## config.mk

```make
export PLATFORM = sky130hd
export DESIGN_NAME = hbmc_top
export DESIGN_NICKNAME = d
export VERILOG_FILES = /design/src/rtl/hbmc_leg.v /design/src/rtl/hbmc_phase.v /design/src/rtl/hbmc_top.v
export VERILOG_INCLUDE_DIRS = /design/src /design/src/rtl
export SDC_FILE = /design/constraint.sdc
export NUM_CORES = 1
export LEC_CHECK = 0
export ABC_CLOCK_PERIOD_IN_PS = 4010
export BUFFER_PORTS_ARGS = -buffer_cell sky130_fd_sc_hd__buf_2
export CAP_MARGIN = 10
export CORE_MARGIN = 2
export CORE_UTILIZATION = 55
export CTS_CLUSTER_DIAMETER = 30
export DETAILED_ROUTE_END_ITERATION = 7
export GPL_TIMING_DRIVEN = 0
export PLACE_DENSITY = 0.85
export SYNTH_ARGS = -nofsm -noshare
export SYNTH_HDL_FRONTEND = slang
export SYNTH_SLANG_ARGS = --single-unit
```

## constraint.sdc

```tcl
create_clock -name clk -period 4.01 [get_ports clk]
set_clock_uncertainty 0.1 [all_clocks]
set_input_delay 0.401 -clock clk [delete_from_list [all_inputs] [get_ports clk]]
set_output_delay 0.401 -clock clk [all_outputs]
set_load 0.02 [all_outputs]
```

## src/rtl/hbmc_defines.vh

```
// Purpose: Shared constants of the dual H-bridge motor drive control
// Assumes: 100 MHz clock, one control word and one status word
// Notes:   Times are given in ns and turned into cycle counts here
`ifndef HBMC_DEFINES_VH
`define HBMC_DEFINES_VH

// Register map (byte offsets)
`define HBMC_ADDR_W      4
`define HBMC_OFS_CTRL    4'h0
`define HBMC_OFS_STAT    4'h4

// Control word layout and reset value
`define HBMC_CTRL_W      22
`define HBMC_CTRL_RST    22'h1b006e
`define HBMC_BIT_REG_EN  1
`define HBMC_BIT_DC_DIR2 12
`define HBMC_BIT_DC_DIR1 13
`define HBMC_DRV2_BASE   2
`define HBMC_DRV1_BASE   16
`define HBMC_PH_B_OFS    0
`define HBMC_PH_A_OFS    3
`define HBMC_F_LVL_HI    0
`define HBMC_F_LVL_LO    1
`define HBMC_F_DIR       2

// Leg commands
`define HBMC_LEG_OFF     2'h0
`define HBMC_LEG_HIGH    2'h1
`define HBMC_LEG_LOW     2'h2

// Timing
`define HBMC_CLK_NS      10
`define HBMC_CLK_HZ      100000000
`define HBMC_SW_HZ       200000
`define HBMC_SW_CYC      (`HBMC_CLK_HZ / `HBMC_SW_HZ)
`define HBMC_ON_PERMIL   375
`define HBMC_ON_CYC      (`HBMC_SW_CYC * `HBMC_ON_PERMIL / 1000)
`define HBMC_DEAD_NS     500
`define HBMC_DEAD_CYC    ((`HBMC_DEAD_NS + `HBMC_CLK_NS - 1) / `HBMC_CLK_NS)
`define HBMC_BLANK_NS    1000
`define HBMC_BLANK_CYC   ((`HBMC_BLANK_NS + `HBMC_CLK_NS - 1) / `HBMC_CLK_NS)

`endif

```

## src/rtl/hbmc_leg.v

```verilog
// Purpose: One bridge side: upper and lower switch with dead time
// Assumes: Command changes are slow compared with the dead time
// Notes:   Both gates pass through off before any new state
`include "hbmc_defines.vh"

module hbmc_leg (
  input  wire       clk,
  input  wire       rst_n,
  input  wire [1:0] cmd,
  output reg        hi_gate_reg,
  output reg        lo_gate_reg
);

  localparam integer DEAD_I = `HBMC_DEAD_CYC;  // Dead time, full width
  localparam [6:0]   DEAD   = DEAD_I[6:0];     // Cut to counter width

  reg [1:0] state_reg;  // Applied leg state
  reg [6:0] dead_reg;   // Remaining dead time

  // Leave the old state, wait dead time, then take the new one
  always @(posedge clk) begin
    if (!rst_n) begin
      state_reg <= `HBMC_LEG_OFF;
      dead_reg  <= DEAD;
    end else if (cmd != state_reg) begin
      if (state_reg != `HBMC_LEG_OFF) begin
        state_reg <= `HBMC_LEG_OFF;
        dead_reg  <= DEAD;
      end else if (dead_reg != 7'h0) begin
        dead_reg <= dead_reg - 7'h1;
      end else begin
        state_reg <= cmd;
      end
    end else if (dead_reg != 7'h0) begin
      dead_reg <= dead_reg - 7'h1;
    end
  end

  // Gates decoded from one state, never both on
  always @(posedge clk) begin
    if (!rst_n) begin
      hi_gate_reg <= 1'b0;
      lo_gate_reg <= 1'b0;
    end else begin
      hi_gate_reg <= (state_reg == `HBMC_LEG_HIGH);
      lo_gate_reg <= (state_reg == `HBMC_LEG_LOW);
    end
  end

endmodule // hbmc_leg

```

## src/rtl/hbmc_phase.v

```verilog
// Purpose: One H-bridge: step chopping or DC drive, per-side commands
// Assumes: Sense trip is already synchronised
// Notes:   Chop period is one switching period of the internal clock
`include "hbmc_defines.vh"

module hbmc_phase (
  input  wire       clk,
  input  wire       rst_n,
  input  wire       chop_tick,
  input  wire       drive_en,
  input  wire       step_mode,
  input  wire       dir,
  input  wire       lvl_lo,
  input  wire       lvl_hi,
  input  wire       dc_pwm,
  input  wire       overtemp,
  input  wire       sense_trip,
  output reg  [1:0] cmd_a_reg,
  output reg  [1:0] cmd_b_reg,
  output reg  [1:0] level_reg
);

  localparam integer BLANK_I = `HBMC_DEAD_CYC + `HBMC_BLANK_CYC;  // Full width
  localparam [7:0]   BLANK   = BLANK_I[7:0];  // Cut to counter width

  // Current level code: 00 full, 01 two thirds, 10 one third, 11 zero
  function [1:0] lvl_decode;
    input hi;
    input lo;
    begin
      case ({hi, lo})
        2'h0:    lvl_decode = 2'h3;
        2'h1:    lvl_decode = 2'h2;
        2'h2:    lvl_decode = 2'h1;
        default: lvl_decode = 2'h0;
      endcase
    end
  endfunction

  reg       on_reg;      // Chop on-phase
  reg [7:0] blank_reg;   // Sense ignored while nonzero
  reg [1:0] cmd_a_next;
  reg [1:0] cmd_b_next;
  wire      zero_state = lvl_hi & lvl_lo;

  // Turn on each period, turn off on sense trip after blanking
  always @(posedge clk) begin
    if (!rst_n) begin
      on_reg    <= 1'b0;
      blank_reg <= 8'h0;
    end else if (chop_tick) begin
      on_reg    <= 1'b1;
      blank_reg <= BLANK;
    end else if (blank_reg != 8'h0) begin
      blank_reg <= blank_reg - 8'h1;
    end else if (sense_trip) begin
      on_reg <= 1'b0;
    end
  end

  // Side commands from mode, fault and direction
  always @* begin
    cmd_a_next = `HBMC_LEG_OFF;
    cmd_b_next = `HBMC_LEG_OFF;
    if (!drive_en) begin
      cmd_a_next = `HBMC_LEG_OFF;
    end else if (step_mode) begin
      if (overtemp || zero_state) begin
        cmd_a_next = `HBMC_LEG_OFF;
      end else if (on_reg) begin
        cmd_a_next = dir ? `HBMC_LEG_HIGH : `HBMC_LEG_LOW;
        cmd_b_next = dir ? `HBMC_LEG_LOW : `HBMC_LEG_HIGH;
      end else begin
        cmd_a_next = `HBMC_LEG_LOW;
        cmd_b_next = `HBMC_LEG_LOW;
      end
    end else if (overtemp) begin
      cmd_a_next = `HBMC_LEG_HIGH;
      cmd_b_next = `HBMC_LEG_HIGH;
    end else if (dc_pwm) begin
      cmd_a_next = dir ? `HBMC_LEG_HIGH : `HBMC_LEG_LOW;
      cmd_b_next = dir ? `HBMC_LEG_LOW : `HBMC_LEG_HIGH;
    end else begin
      cmd_a_next = `HBMC_LEG_LOW;
      cmd_b_next = `HBMC_LEG_LOW;
    end
  end

  // Register commands and current level selection
  always @(posedge clk) begin
    if (!rst_n) begin
      cmd_a_reg <= `HBMC_LEG_OFF;
      cmd_b_reg <= `HBMC_LEG_OFF;
      level_reg <= 2'h0;
    end else begin
      cmd_a_reg <= cmd_a_next;
      cmd_b_reg <= cmd_b_next;
      level_reg <= (drive_en && step_mode && !overtemp) ?
                   lvl_decode(lvl_hi, lvl_lo) : 2'h0;
    end
  end

endmodule // hbmc_phase

```

## src/rtl/hbmc_top.v

```verilog
// Purpose: Dual H-bridge motor drive control with regulator clocks
// Assumes: All pin inputs are asynchronous to clk
// Notes:   Index 0,1 are driver one phase A,B; 2,3 driver two A,B
//
// Our own choices: the register offsets and the address-and-strobe port.
`include "hbmc_defines.vh"

////////////////////////////////////////////////////////////////////////

// Behaviour
// Mode pin high step, low DC
// Both level bits high gives fast decay
// Step phases chopped at selectable current levels
// Dead time keeps side switches apart
// Sense ignored during blanking after turn-on
// Step overtemperature forces zero current state
// DC overtemperature drives both outputs high
// Step outputs inhibited while reset asserted
// DC outputs inhibited while reset asserted
// DC drive from PWM pin and bit
// Control bit one enables second regulator
// Cleared enable also disables motor drivers
// Second regulator clock offset half period
// DC direction high: side A sources
// Step direction high: positive terminal sources
// Reset loads control word, enables regulator
// Level bits decode to three levels
module hbmc_top (
  input  wire                    clk,
  input  wire                    rst_n,
  input  wire [`HBMC_ADDR_W-1:0] addr,
  input  wire [31:0]             wdata,
  input  wire                    wr,
  input  wire                    rd,
  output reg  [31:0]             rdata_reg,
  input  wire                    driver_one_mode_select,
  input  wire                    driver_two_mode_select,
  input  wire                    dc_pulse_width_input_one,
  input  wire                    dc_pulse_width_input_two,
  input  wire                    over_temp_one,
  input  wire                    over_temp_two,
  input  wire                    reset_pin_n,
  input  wire [3:0]              sense_trip,
  output wire [3:0]              bridge_side_a_hi_gate,
  output wire [3:0]              bridge_side_a_lo_gate,
  output wire [3:0]              bridge_side_b_hi_gate,
  output wire [3:0]              bridge_side_b_lo_gate,
  output wire [7:0]              current_level_sel,
  output reg                     second_regulator_enable_reg,
  output reg                     first_switch_clk_reg,
  output reg                     second_switch_clk_reg
);

  ////////////////////////////////////////////////////////////////////////
  // Constants

  localparam        NSYNC    = 11;                  // Synchronised pins
  localparam integer SW_LAST_I = `HBMC_SW_CYC - 1;  // Counter top, full width
  localparam integer SW_HALF_I = `HBMC_SW_CYC / 2;  // Half period, full width
  localparam integer ON_CYC_I  = `HBMC_ON_CYC;      // On-time, full width
  localparam [8:0]  SW_LAST  = SW_LAST_I[8:0];      // Counter top
  localparam [8:0]  SW_HALF  = SW_HALF_I[8:0];      // Half period
  localparam [8:0]  ON_CYC   = ON_CYC_I[8:0];       // Switch on-time
  localparam [10:0] SYNC_RST = 11'h040;             // Reset pin high, released

  ////////////////////////////////////////////////////////////////////////
  // Functions

  // Address match for one register
  function hit;
    input [`HBMC_ADDR_W-1:0] a;
    input [`HBMC_ADDR_W-1:0] ofs;
    begin
      hit = (a == ofs);
    end
  endfunction

  ////////////////////////////////////////////////////////////////////////
  // Pin synchronisers

  wire [NSYNC-1:0] pin_raw;     // Raw asynchronous pins
  wire [NSYNC-1:0] pin_s;       // Synchronised pins
  reg  [NSYNC-1:0] sync1_reg;   // First stage, read only by second
  reg  [NSYNC-1:0] sync2_reg;   // Second stage

  // Pin order in the bus
  assign pin_raw = {sense_trip, reset_pin_n, over_temp_two,
                    over_temp_one, dc_pulse_width_input_two,
                    dc_pulse_width_input_one, driver_two_mode_select,
                    driver_one_mode_select};

  genvar g;
  generate
    for (g = 0; g < NSYNC; g = g + 1) begin : g_sync
      // Two flops per pin
      always @(posedge clk) begin
        if (!rst_n) begin
          sync1_reg[g] <= SYNC_RST[g];
          sync2_reg[g] <= SYNC_RST[g];
        end else begin
          sync1_reg[g] <= pin_raw[g];
          sync2_reg[g] <= sync1_reg[g];
        end
      end
    end
  endgenerate

  assign pin_s = sync2_reg;

  wire [1:0] mode_s  = pin_s[1:0];   // Driver mode selects
  wire [1:0] pwm_s   = pin_s[3:2];   // DC pulse width inputs
  wire [1:0] ovt_s   = pin_s[5:4];   // Overtemperature flags
  wire       rstp_s  = pin_s[6];     // Reset pin level, high released
  wire [3:0] sense_s = pin_s[10:7];  // Current sense trips

  ////////////////////////////////////////////////////////////////////////
  // Control word

  reg [`HBMC_CTRL_W-1:0] ctrl_reg;   // Serial input word image

  wire ctrl_wr = wr && hit(addr, `HBMC_OFS_CTRL);

  // Reset pin low reloads reset values over any write
  always @(posedge clk) begin
    if (!rst_n) begin
      ctrl_reg <= `HBMC_CTRL_RST;
    end else if (!rstp_s) begin
      ctrl_reg <= `HBMC_CTRL_RST;
    end else if (ctrl_wr) begin
      ctrl_reg <= wdata[`HBMC_CTRL_W-1:0];
    end
  end

  // Second regulator enable follows bit one
  always @(posedge clk) begin
    if (!rst_n) begin
      second_regulator_enable_reg <= 1'b1;
    end else begin
      second_regulator_enable_reg <= ctrl_reg[`HBMC_BIT_REG_EN];
    end
  end

  // Drivers run only with reset released and regulator enabled
  wire drive_en = rstp_s && ctrl_reg[`HBMC_BIT_REG_EN];

  ////////////////////////////////////////////////////////////////////////
  // Switching clocks

  reg [8:0] sw_cnt_reg;    // Position in switching period
  reg       chop_tick_reg; // One pulse per period
  wire [8:0] sw_cnt2;      // Second regulator's position

  // Period counter at 200 kHz
  always @(posedge clk) begin
    if (!rst_n) begin
      sw_cnt_reg    <= 9'h0;
      chop_tick_reg <= 1'b0;
    end else begin
      if (sw_cnt_reg == SW_LAST) begin
        sw_cnt_reg <= 9'h0;
      end else begin
        sw_cnt_reg <= sw_cnt_reg + 9'h1;
      end
      chop_tick_reg <= (sw_cnt_reg == SW_LAST);
    end
  end

  // Second clock runs half a period behind the first
  assign sw_cnt2 = (sw_cnt_reg >= SW_HALF) ? (sw_cnt_reg - SW_HALF) :
                   (sw_cnt_reg + SW_HALF);

  // Fixed on-time switch clocks
  always @(posedge clk) begin
    if (!rst_n) begin
      first_switch_clk_reg  <= 1'b0;
      second_switch_clk_reg <= 1'b0;
    end else begin
      first_switch_clk_reg  <= (sw_cnt_reg < ON_CYC);
      second_switch_clk_reg <= (sw_cnt2 < ON_CYC) &&
                               ctrl_reg[`HBMC_BIT_REG_EN];
    end
  end

  ////////////////////////////////////////////////////////////////////////
  // Bridges

  wire [7:0] cmd_a;   // Side A commands, two bits per bridge
  wire [7:0] cmd_b;   // Side B commands

  generate
    for (g = 0; g < 4; g = g + 1) begin : g_br
      // Field positions of this bridge
      localparam BASE = (g < 2) ? `HBMC_DRV1_BASE : `HBMC_DRV2_BASE;
      localparam OFS  = (g % 2 == 0) ? `HBMC_PH_A_OFS : `HBMC_PH_B_OFS;
      localparam DCB  = (g < 2) ? `HBMC_BIT_DC_DIR1 : `HBMC_BIT_DC_DIR2;
      localparam DRV  = g / 2;

      wire step = mode_s[DRV];
      wire dirb = step ? ctrl_reg[BASE + OFS + `HBMC_F_DIR] :
                         ctrl_reg[DCB];

      // Mode, chopping and fault handling per bridge
      hbmc_phase u_phase (
        .clk        (clk),
        .rst_n      (rst_n),
        .chop_tick  (chop_tick_reg),
        .drive_en   (drive_en),
        .step_mode  (step),
        .dir        (dirb),
        .lvl_lo     (ctrl_reg[BASE + OFS + `HBMC_F_LVL_LO]),
        .lvl_hi     (ctrl_reg[BASE + OFS + `HBMC_F_LVL_HI]),
        .dc_pwm     (pwm_s[DRV]),
        .overtemp   (ovt_s[DRV]),
        .sense_trip (sense_s[g]),
        .cmd_a_reg  (cmd_a[2*g+1:2*g]),
        .cmd_b_reg  (cmd_b[2*g+1:2*g]),
        .level_reg  (current_level_sel[2*g+1:2*g])
      );

      // Side A switches
      hbmc_leg u_leg_a (
        .clk         (clk),
        .rst_n       (rst_n),
        .cmd         (cmd_a[2*g+1:2*g]),
        .hi_gate_reg (bridge_side_a_hi_gate[g]),
        .lo_gate_reg (bridge_side_a_lo_gate[g])
      );

      // Side B switches
      hbmc_leg u_leg_b (
        .clk         (clk),
        .rst_n       (rst_n),
        .cmd         (cmd_b[2*g+1:2*g]),
        .hi_gate_reg (bridge_side_b_hi_gate[g]),
        .lo_gate_reg (bridge_side_b_lo_gate[g])
      );
    end
  endgenerate

  ////////////////////////////////////////////////////////////////////////
  // Register read

  wire [31:0] stat_word;   // Live status

  // Status: inhibit, overtemperature, modes
  assign stat_word = {26'h0, !rstp_s, !drive_en, ovt_s, mode_s};

  // Read data stand one cycle only; unmapped reads give zero
  always @(posedge clk) begin
    if (!rst_n) begin
      rdata_reg <= 32'h0;
    end else if (rd && hit(addr, `HBMC_OFS_CTRL)) begin
      rdata_reg <= {{(32-`HBMC_CTRL_W){1'b0}}, ctrl_reg};
    end else if (rd && hit(addr, `HBMC_OFS_STAT)) begin
      rdata_reg <= stat_word;
    end else begin
      rdata_reg <= 32'h0;
    end
  end

endmodule // hbmc_top

```

==> summary.md <==
| Metric | Value |
|---|---|
| Seq cells post-synth | about 230 |
| Die width | roughly 140 µm |
| Post-synthesis simple-gate area fraction | 23.8% |
| Seq. cell area | between 0.004 and 0.005 mm² |
| Post_cts resized | 0 |
| Post-CTS Setup Bufs | 0 |
| Final Hold Fails | 0 |
| Sequential power share | between 30% and 40% |
| Net Sw Power | ~1.9 mW |
| Reg clk slew, reported paths | 0.05 ns |
| Vias/cell | between 5 and 6 |
| Hold_sp | sense_trip[0] |
| Synth Area in XOR/XNOR | under 10% |
| Count of pins over their slew limit | 0 |
| Pre-Repair DR Iteration Count | 6 |
| CTS buffer count | 39 |
| Hold Path Depth | 2 |
| Vias post-DR | around 7800 |
| Largest net degree at the start of global routing | 13 |
| Grt ovf | 0 |
| CTS sink cnt | about 230 |
| Reg2reg start | sw_cnt_reg[2] |
| Root Buffer | clkbuf_16 |
| Multi-input logic area | around 0.0043 mm² |
| Overall power | around 7 mW |
| Post-synth EDFFs | 0 |
| Sequential area share after synthesis | about half |
| Critical path data arrival time | 2.76 ns |
| Startpoint type of the worst setup path | flop |
| Layout area overhead | 22.3% |
| Antenna violations before repair | 0 |
| VDD IR max | 0.537 mV |
| Post-synthesis compound-gate area fraction | between 10% and 20% |
| Worst rel slew slack | 54.1% |
| # DRC | 0 |
| Filler Cell Count | approximately 1200 |
| Hold WS | roughly 0.0084 ns |
| Worst r2r path cells | 9 |
| Die H | 135 µm |
| Worst Path Max Fanout | 10 |
| Routed wire length | about 21000 µm |
| Setup crit start | sw_cnt_reg[2] |
| Initial DRC Count | about 390 |
| Core Area | between 0.015 and 0.02 mm² |
| Hold_buf cts | 6 |
| Synth Area per Inst | 8.93 µm² |
| Area post-placement | about 0.01 mm² |
| Hold WC Path Type | in2reg |
| CTS H-Tree Depth | 2 |
| Total track usage | 23.6% |
| Worst skew pair latency | about 0.51 ns |
| Number of flip-flops in the largest register | 32 |
| RSZ-0062 raised after global routing | no |
| Starting Density | between 50% and 60% |
| Number of diodes | 0 |
| Cell Area, Synth | about 0.0094 mm² |
| Crit path required time | roughly 4.4 ns |
| Comb power frac | 16.0% |
| Cell Int Power | about 5.0 mW |
| Pwr Density | 597 mW/mm² |
| Ys Warns | 0 |
| Fin area | 0.0115 mm² |
| Post-route ant nets | 0 |
| Main combinational cell family by area after synthesis | simple AND/OR/NAND/NOR gates |
| Netlist cell types | between 60 and 70 |
| Slew @ Worst Pin | a little under 0.7 ns |
| Post-synthesis mux area share | 1.87% |
| Vias in the first global route | 7685 |
| Crit share post-route | 60.3% |
| Ys async rst share | 0% |
| Longest Clk Path Bufs | 3 |
| Non-filler instance count after layout | 1454 |
| Final setup fails | 0 |
| Top_reg_cell synth | dfxtp_1 |
| Switch share | between 20 and 30% |
| Cells after DPL | around 1400 |
| Clock power frac | a little under half |
| Ratio of cells with drive above 1 in the final layout | around 16% |
| Final GP Congestion | around 0.9 |
| Post-DP HPWL | approximately 15000 µm |
| Rows | 47 |
| Crit path capture type | flop |
| CTS tree | built |
| Fmax | 414 MHz |
| IO Port Bufs | 89 |
| Nets | roughly 1300 |
| # IOs | 110 |
| Setup TNS | 0 ns |
| Synth Area in Adders | under 10% |
| Max-cap violations | 0 |
| Leak pwr | between 4 and 5 nW |
| Overall die area | between 0.015 and 0.02 mm² |
| Post-DR wirelength/cell | about 15 µm |
| Status | finished clean |
| First-pass GRT wire length | approximately 35000 µm |
| Minimum clock period | approximately 2.4 ns |
| CP Class | reg2reg |
| Cells after synthesis | approximately 1100 |
-- layout by cell type (no fill, tap or decap), drive strengths merged, types with 9 or more instances in the layout --
master,synthesis,layout
xor2,25,25
o21ai,50,50
nor2b,10,10
clkinv,0,10
nor2,91,91
nand2b,17,17
inv,57,67
nand3,42,42
xnor2,49,49
buf,31,120
a21oi,40,40
dfxtp,227,227
nand2,104,104
o21a,19,19
and3,29,29
o211ai,10,10
ha,17,17
or3,9,9
clkbuf,39,85
and3b,10,10
mux2i,15,15
conb,1,10
and2,38,38
nor3,57,57
-- layout make-up --
class                           count  share of cell area [%]
Clock inverter                     25                    1.96
Timing Repair Buffer               96                    4.46
Buffer                             70                    3.26
Clock buffer                       46                    9.13
Multi-Input combinational cell    713                    37.6
Inverter                           57                    1.85
Sequential cell                   227                    39.3
Tap cell                          220                    2.38
-- synthesized netlist by cell type (7+ instances only) --
cell type  number  area (µm²)
or3_1           9        56.3
buf_4          26         195
nand3_1        42         210
o21ai_0        40         200
and3b_1        10        87.6
nor3_1         57         285
dfxtp_1       227        4540
mux2i_1        15         150
o41ai_1         7        61.3
nand2_1       104         390
xor2_1         25         219
o21ai_1        10        50.1
ha_1           17         213
o211ai_1       10        75.1
inv_1          56         210
and2_1         38         238
nor2_1         89         334
and3_1         27         169
nand2b_1       17         106
xnor2_1        49         429
o21a_1         19         143
nor2b_1        10        62.6
a21oi_1        38         190
clkbuf_1       39         146
nand4_1         7        43.8
-- logic make-up (layout without fill, tap and decap cells) --
logic type	Yosys count	after routing
other cells	1	10
compound gates	158	158
flops	227	227
simple gates	437	437
xor+xnor	74	74
fa+ha+maj	17	17
buf+inv	127	294
mux	17	17
-- critical path, stage by stage (launching register included) --
cell	delay [ns]
dfxtp_1	0.32
buf_2	0.20
inv_1	0.15
ha_1	0.31
inv_2	0.05
o2111a_4	0.33
a31oi_2	0.19
mux2_4	0.32
a41o_1	0.25
a21oi_2	0.12
-- final timing paths --
check,end,slack [ns]
max,second_switch_clk_reg,1.59
min,sync1_reg[7],0.008
max reg2reg,second_switch_clk_reg,1.59
min reg2reg,pin_s[7],0.33
-- per-layer routing --
metal  vias to the layer above  share of wire, %  global-route usage [%]
li1                       3868                 -                       -
met1                      3641                41                    27.5
met2                       256                50                    41.3
met3                        75               5.4                    4.58
met4                         0               4.1                    12.4
met5                         -                 0                       0
-- metrics by stage --
stage          utilization [%]  setup WS (ns)
2_1_floorplan                -           1.81
3_3_place_gp              61.1           1.43
3_5_place_dp              61.1           1.46
4_1_cts                   69.1           1.59
5_1_grt                   69.1           1.48
6_report                  69.1           1.59
-- power groups by stage --
stage	registers (mW)	clock network [mW]	logic [mW]
floorplan	2.64	0	0.901
global placement	2.66	0	1.04
detailed placement	2.67	0	1.08
CTS	2.63	3.19	1.11
global route	2.66	3.30	1.23
finish	2.63	3.15	1.10
Power figures use the tool's default switching activity.
